### src/global_config_consts.svh
// Constants for the global configuration register bank
// Assumes inclusion by bare name from the design files
`ifndef GLOBAL_CONFIG_CONSTS_SVH
`define GLOBAL_CONFIG_CONSTS_SVH
`define ADDR_W 8
`define DATA_W 32
`define WRITE_FLAG 8'h80
`define REG_ADDR_MASK 8'h7f
`define GLOBAL_CONFIG_ADDR 8'h00
`define STATUS_ADDR 8'h01
`define EVENT_ADDR 8'h02
`define BIT_RECAL 0
`define BIT_FAST_STANDSTILL 1
`define BIT_PWM_EN 2
`define BIT_STEP_FILT 3
`define CFG_IMPL_MASK 32'h0000000f
`define CFG_RESET 32'h00000008
`define STANDSTILL_SHORT 32'h00040000
`define STANDSTILL_NORMAL 32'h00100000
`define ZERO32 32'h00000000
`endif

### src/global_config_pkg.sv
// Types for the global configuration register bank
// Assumes the constants header is available
`default_nettype none
package global_config_pkg;
   typedef enum logic [0:0] {TIMER_IDLE = 1'b0, TIMER_RUN = 1'b1} timer_state_t;
   typedef struct packed {
      timer_state_t state;
      logic [31:0] count;
      logic standstill;
   } timer_regs_t;
   typedef struct packed {
      logic [31:0] cfg;
      logic [31:0] rdata;
      logic eventFlag;
   } bank_regs_t;
endpackage
`default_nettype wire

### src/standstill_if.sv
// Interface between the register bank and the standstill timer
// Assumes a single clock domain
`timescale 1ns/10ps
`default_nettype none
interface standstill_if;
   logic fastMode;
   logic stepPulse;
   logic standstill;
   modport bank (output fastMode, output stepPulse, input standstill);
   modport timer (input fastMode, input stepPulse, output standstill);
endinterface
`default_nettype wire

### src/global_config_register_bank.sv
// Global configuration register bank with standstill detection
// Assumes a plain register port synchronous to sys_clk
// Contract
// RULE1 - After reset every register is zero except fields documented otherwise.
// RULE2 - A write carries the register address plus 0x80 and a read uses the plain address.
// RULE3 - Each register keeps its access class, and a clear-on-read register clears when read.
// RULE4 - With bit 0 set, zero crossing recalibrates while the driver is disabled by pin or off time.
// RULE5 - Standstill is flagged 2^18 clocks after the last step with bit 1 set, else 2^20 clocks.
// RULE6 - Bit 2 enables the voltage-mode chopper, still subject to velocity thresholds.
// RULE7 - The host sets bit 2 only at standstill with hold current equal to run current.
// RULE8 - Bit 3 enables step input filtering and resets to one.
// RULE9 - Unimplemented configuration bits read zero and ignore writes.
`timescale 1ns/10ps
`default_nettype none
`include "global_config_consts.svh"
module global_config_register_bank #(
   parameter logic [31:0] SHORT_CLKS = `STANDSTILL_SHORT,
   parameter logic [31:0] NORMAL_CLKS = `STANDSTILL_NORMAL
) (
   input wire logic sys_clk,
   input wire logic rst_n,
   input wire logic [7:0] regAddr,
   input wire logic [31:0] regWdata,
   input wire logic regWr,
   input wire logic regRd,
   output logic [31:0] regRdata,
   input wire logic stepIn,
   input wire logic driver_enable_n,
   input wire logic chopperOff,
   input wire logic pwmThresholdOk,
   output logic recalActive,
   output logic pwmChopperOn,
   output logic stepFilterEn,
   output logic standstill
);
   standstill_if link ();
   global_config_pkg::bank_regs_t state_r;
   global_config_pkg::bank_regs_t state_nxt;
   logic isWrite;
   logic [7:0] plainAddr;
   logic recalNxt;
   logic pwmNxt;
   logic standPrev_r;

   standstill_timer #(
      .SHORT_CLKS(SHORT_CLKS),
      .NORMAL_CLKS(NORMAL_CLKS)
   ) timer (
      .sys_clk(sys_clk),
      .rst_n(rst_n),
      .link(link)
   );

   assign link.fastMode = state_r.cfg[`BIT_FAST_STANDSTILL]; // RULE5
   assign link.stepPulse = stepIn;

   always_comb
   begin
      isWrite = (regAddr & `WRITE_FLAG) != 8'h00; // RULE2
      plainAddr = regAddr & `REG_ADDR_MASK; // RULE2
      state_nxt = state_r;
      state_nxt.rdata = `ZERO32;
      // Standstill entry is the event; set wins over a clearing read
      if (regRd && !isWrite)
      begin
         unique case (plainAddr)
            `GLOBAL_CONFIG_ADDR: state_nxt.rdata = state_r.cfg & `CFG_IMPL_MASK; // RULE9
            `STATUS_ADDR: state_nxt.rdata = {31'h00000000, link.standstill};
            `EVENT_ADDR:
            begin
               state_nxt.rdata = {31'h00000000, state_r.eventFlag};
               state_nxt.eventFlag = 1'b0; // RULE3
            end
            default: state_nxt.rdata = `ZERO32;
         endcase
      end
      if (regWr && isWrite && plainAddr == `GLOBAL_CONFIG_ADDR)
      begin
         state_nxt.cfg = regWdata & `CFG_IMPL_MASK; // RULE9
      end
      if (link.standstill && !standPrev_r)
      begin
         state_nxt.eventFlag = 1'b1; // RULE3
      end
      recalNxt = state_nxt.cfg[`BIT_RECAL] && (driver_enable_n || chopperOff); // RULE4
      pwmNxt = state_nxt.cfg[`BIT_PWM_EN] && pwmThresholdOk; // RULE6
   end

   always_ff @(posedge sys_clk or negedge rst_n)
   begin
      if (!rst_n)
      begin
         state_r <= '{`CFG_RESET, `ZERO32, 1'b0}; // RULE1 RULE8
         standPrev_r <= 1'b1;
         recalActive <= 1'b0;
         pwmChopperOn <= 1'b0;
         stepFilterEn <= 1'b1; // RULE8
         standstill <= 1'b1;
      end
      else
      begin
         state_r <= state_nxt;
         standPrev_r <= link.standstill;
         recalActive <= recalNxt;
         pwmChopperOn <= pwmNxt;
         stepFilterEn <= state_nxt.cfg[`BIT_STEP_FILT]; // RULE8
         standstill <= link.standstill;
      end
   end

   assign regRdata = state_r.rdata;
endmodule
`default_nettype wire

### src/standstill_timer.sv
// Standstill detection timer restarted by each step
// Assumes steps arrive synchronous to sys_clk
`timescale 1ns/10ps
`default_nettype none
`include "global_config_consts.svh"
module standstill_timer #(
   parameter logic [31:0] SHORT_CLKS = `STANDSTILL_SHORT,
   parameter logic [31:0] NORMAL_CLKS = `STANDSTILL_NORMAL
) (
   input wire logic sys_clk,
   input wire logic rst_n,
   standstill_if.timer link
);
   global_config_pkg::timer_regs_t state_r;
   global_config_pkg::timer_regs_t state_nxt;
   logic [31:0] limit;

   always_comb
   begin
      limit = link.fastMode ? SHORT_CLKS : NORMAL_CLKS; // RULE5
      state_nxt = state_r;
      unique case (state_r.state)
         global_config_pkg::TIMER_IDLE:
         begin
            if (link.stepPulse)
            begin
               state_nxt.state = global_config_pkg::TIMER_RUN;
               state_nxt.count = `ZERO32;
               state_nxt.standstill = 1'b0;
            end
         end
         global_config_pkg::TIMER_RUN:
         begin
            if (link.stepPulse)
            begin
               state_nxt.count = `ZERO32;
            end
            // Mode change mid-count applies to the current wait
            else if (state_r.count + 32'h00000001 >= limit) // RULE5
            begin
               state_nxt.state = global_config_pkg::TIMER_IDLE;
               state_nxt.standstill = 1'b1;
            end
            else
            begin
               state_nxt.count = state_r.count + 32'h00000001;
            end
         end
      endcase
   end

   always_ff @(posedge sys_clk or negedge rst_n)
   begin
      if (!rst_n)
      begin
         state_r <= '{global_config_pkg::TIMER_IDLE, `ZERO32, 1'b1};
      end
      else
      begin
         state_r <= state_nxt;
      end
   end

   assign link.standstill = state_r.standstill;
endmodule
`default_nettype wire
### config.mk
export PLATFORM = sky130hd
export DESIGN_NAME = global_config_register_bank
export DESIGN_NICKNAME = d
export VERILOG_FILES = /design/src/global_config_pkg.sv /design/src/standstill_if.sv /design/src/global_config_register_bank.sv /design/src/standstill_timer.sv
export VERILOG_INCLUDE_DIRS = /design/src
export SDC_FILE = /design/constraint.sdc
export NUM_CORES = 1
export LEC_CHECK = 0
export BUFFER_PORTS_ARGS = -buffer_cell sky130_fd_sc_hd__buf_2
export CORE_MARGIN = 2
export CORE_UTILIZATION = 49
export CTS_BUF_LIST = sky130_fd_sc_hd__clkbuf_4
export CTS_CLUSTER_DIAMETER = 80
export DETAILED_ROUTE_END_ITERATION = 6
export PLACE_DENSITY = 0.9
export SKIP_LAST_GASP = 1
export SLEW_MARGIN = 20
export SYNTH_ARGS = -nofsm -noshare
export SYNTH_HDL_FRONTEND = slang
export SYNTH_SLANG_ARGS = --single-unit
### constraint.sdc
create_clock -name sys_clk -period 3.6 [get_ports sys_clk]
set_clock_uncertainty 0.2 [all_clocks]
set_input_delay 1.08 -clock sys_clk [delete_from_list [all_inputs] [get_ports sys_clk]]
set_output_delay 1.08 -clock sys_clk [all_outputs]
set_load 0.03 [all_outputs]
==> reports/results.txt <==
Period minus WS final: 3.55 ns
PortBufs: 27
Cell Int Power: 838 uW
Max Cap Violations: 0
Clock slew at reported path FFs: 0.15 ns
H-tree depth: 2
Starting Density: 50.4%
Area share of the largest cell type after synthesis: 36.0%
Final Net Count: 425
Worst Tran Pin Value: 0.584 ns
CP startpoint kind: register
Most common cell after layout, fill and taps aside: dfrtp_1
I/O pin count: 84
Hold Path Depth: 0
WL/cell: 15.6 um
Pin count of the biggest net entering global routing: 47
Initial antenna violation count: 0
Post-synth EDFFs: 0
Width of the chip: 82.1 um
Cts bufs inserted: 5
Worst setup path class: register to register
DP Cell Count: 431
Pwr Density: 337 mW/mm^2
Sw frac: 28.4%
First-pass GRT wire length: 10200 um
CTS Root Buffer Type: clkbuf_4
Total GRT Usage: 19.7%
Unique masters post-synth: 54
Tightest Hold Check Type: register to register
Net Switching: 332 uW
Iter 0 DRT Violations: 209
Count of final setup violators: 0
Clock Latency Late Sink: 0.39 ns
Clk pwr share: 34.0%
Comb power frac: 17.9%
Max VDD drop: 0.161 mV
Overflow after GRT: 0
Commonest non-fill, non-tap cells in the layout: dfrtp_1 (43), conb_1 (28), buf_4 (26), buf_2 (26), inv_1 (23)
Ys Warns: 0
Slew Viols, Final: 0
Die ar.: 0.00673 mm^2
Worst R2R Setup Slack: 0.05 ns
Core region area: 0.00592 mm^2
Via density: 5.82
Deepest clock path buffer count: 2
Arr. time, crit path: 3.65 ns
Fmax: 282 MHz
Critical Path, Cell by Cell: nand2_1, nor2_4, nand3_4, nor3_4, and3_4, xnor2_2, ha_1, nand3_2, nor3_2, nand4_1, o311ai_4, nor4_4, buf_6, buf_8, a31o_2, a21oi_1
Post-synth ARST share: 100%
Number of cells on the critical path: 16
HPWL after DPL: 4580 um
Die height: 82.1 um
Status: finished clean
Via Count: 2615
Worst Path Required: 3.70 ns
Post-synth top area cell: dfrtp_1
CTS tree: built
Flop pwr share: 48.2%
Lkg Pwr: 0.00158 uW
Syn-to-layout area delta: 16.3%
DRC Markers: 0
Setup crit end kind: register
Pre-antenna DRT Iters: 5
Number of synthesized register bits: 46
Vias in the first global route: 2306
Ant diodes: 0
Final WL: 7020 um
FP Rows: 28
CP Max Fanout: 10
Mean area per synthesized cell: 9.07 um^2
Area contributors post-synth: dfrtp_1 (36%), buf_4 (8.3%), nand4_1 (3.8%)
Sequential share of the synthesized area: 38.7%
CP max stage cell: dfrtp_1
CP delay by family, top: simple AND/OR/NAND/NOR gates
Share of cells above drive strength 1: 25.9%
Slowest stage delay, CP: 0.48 ns
Filler-free cell count of the finished design: 449
Final ANT Viol Nets: 0
Clock sink count: 46
RSZ-0062 raised after global routing: yes
Final worst-path cycle share: 98.6%
Pwr Total: 1170 uW
Final Hold Vio Count: 0
Buf+Inv Stages, Crit Path: 2
Slew headroom: 61.1%
Global placement routability congestion: 0.916
R2r worst-path depth: 16
Filler instances: 487
Ys flop type: dfrtp_1
Mapped Area: 0.00299 mm^2
Gate Count Post-Synth: 329
-- stage by stage --
stage,hold WS (ns),utilization (%),setup WS (ns),setup TNS (ns),cell area (um^2)
final,0.190,58.6,0.0520,0,3470
after global routing,0.202,58.6,-0.119,-1.22,3470
after CTS,0.196,55.3,0.0000453,0,3270
after detailed placement,0.185,53.4,-0.0705,-0.587,3160
after global placement,0.178,53.4,0.0468,0,3160
after floorplan,0.165,-,0.0821,0,3120
-- repair_timing --
action / CTS / global route
setup buffers: 0 / 8
resized for setup: 2 / 22
pin swaps: 0 / 12
gates cloned: 0 / 2
endpoints found under the setup margin: 15 / 33
hold buffers: 0 / 0
-- cells in the mapped netlist (3+ instances only) --
cell type   n
nand3_1    20
mux2_2      4
buf_2       6
o31ai_1     3
and3_1      8
nor3_1     10
nor2_1     19
xnor2_1     6
buf_4      33
buf_6       3
inv_1      23
dfrtp_1    43
a21oi_1    19
a31o_2      4
nor4_1      6
and4_1      4
or3_1       3
a31oi_1     4
nand2_1    11
ha_1        4
and2_1     14
clkbuf_1    4
dfstp_2     3
a21o_1     10
o21ai_0     7
or4_1       3
nand4_1    18
mux2i_1     5
-- power groups by stage --
stage	clock (uW)	sequential (uW)	combinational (uW)
6_report	397	564	209
5_1_grt	421	567	228
3_3_place_gp	0	570	166
2_1_floorplan	0	585	129
4_1_cts	399	562	172
3_5_place_dp	0	572	171
-- registers in the layout, indices dropped and copies added, names as in the netlist --
| name | count |
|---|---|
| timer.link.standstill | 1 |
| state_r | 4 |
| pwmChopperOn | 1 |
| regRdata | 4 |
| link.fastMode | 1 |
| recalActive | 1 |
| standPrev_r | 1 |
| timer.state_r | 33 |
-- area by class of cell --
| cell class | count | area (um^2) | share of cell area, % |
|---|---|---|---|
| timing repair buffer | 56 | 392 | 11.3 |
| clock buffer | 5 | 37.5 | 1.08 |
| inverter | 24 | 90.1 | 2.59 |
| tap | 75 | 93.8 | 2.70 |
| clock inverter | 3 | 68.8 | 1.98 |
| multi-input combinational | 240 | 1640 | 47.1 |
| sequential | 46 | 1150 | 33.3 |
-- metal layers --
metal	routed length, um	vias to the layer above	global-route usage, %
met5	0	-	0
met4	131	0	7.17
met3	413	14	3.63
met2	3630	117	35.7
met1	2850	1264	23.2
li1	-	1220	-
-- worst paths after layout --
| check | to | startpoint |
|---|---|---|
| max in group asynchronous | timer.state_r[11] | rst_n |
| worst max register to register | timer.state_r[16] | timer.state_r[7] |
| worst min-delay path | standPrev_r | timer.link.standstill |
| worst max-delay path | timer.state_r[16] | timer.state_r[7] |
| worst min register to register | standPrev_r | timer.link.standstill |
| min in group asynchronous | timer.state_r[10] | rst_n |
-- kinds of logic (layout without fill, tap and decap cells) --
family                     count (synthesis)  after routing  share of synthesized area (%)
and+or+nand+nor                          126            126                           24.7
buffers and inverters                     70             88                           14.0
AOI/OAI and AO/OA                         65             65                           15.3
DFF                                       46             46                           38.7
muxes                                      9              9                           3.19
xor gates and xnor gates                   8              8                           2.35
adders and majority gates                  4              4                           1.68
other                                      1             28                          0.126
-- worst register-to-register path, cell delays in order, from the launching register on --
cell and delay [ns]:
dfrtp_1 0.48, nand2_1 0.18, nor2_4 0.17, nand3_4 0.10, nor3_4 0.22, and3_4 0.24, xnor2_2 0.06, ha_1 0.31
nand3_2 0.10, nor3_2 0.16, nand4_1 0.16, o311ai_4 0.35, nor4_4 0.09, buf_6 0.16, buf_8 0.14, a31o_2 0.25
a21oi_1 0.12
Power figures use the tool's default switching activity.
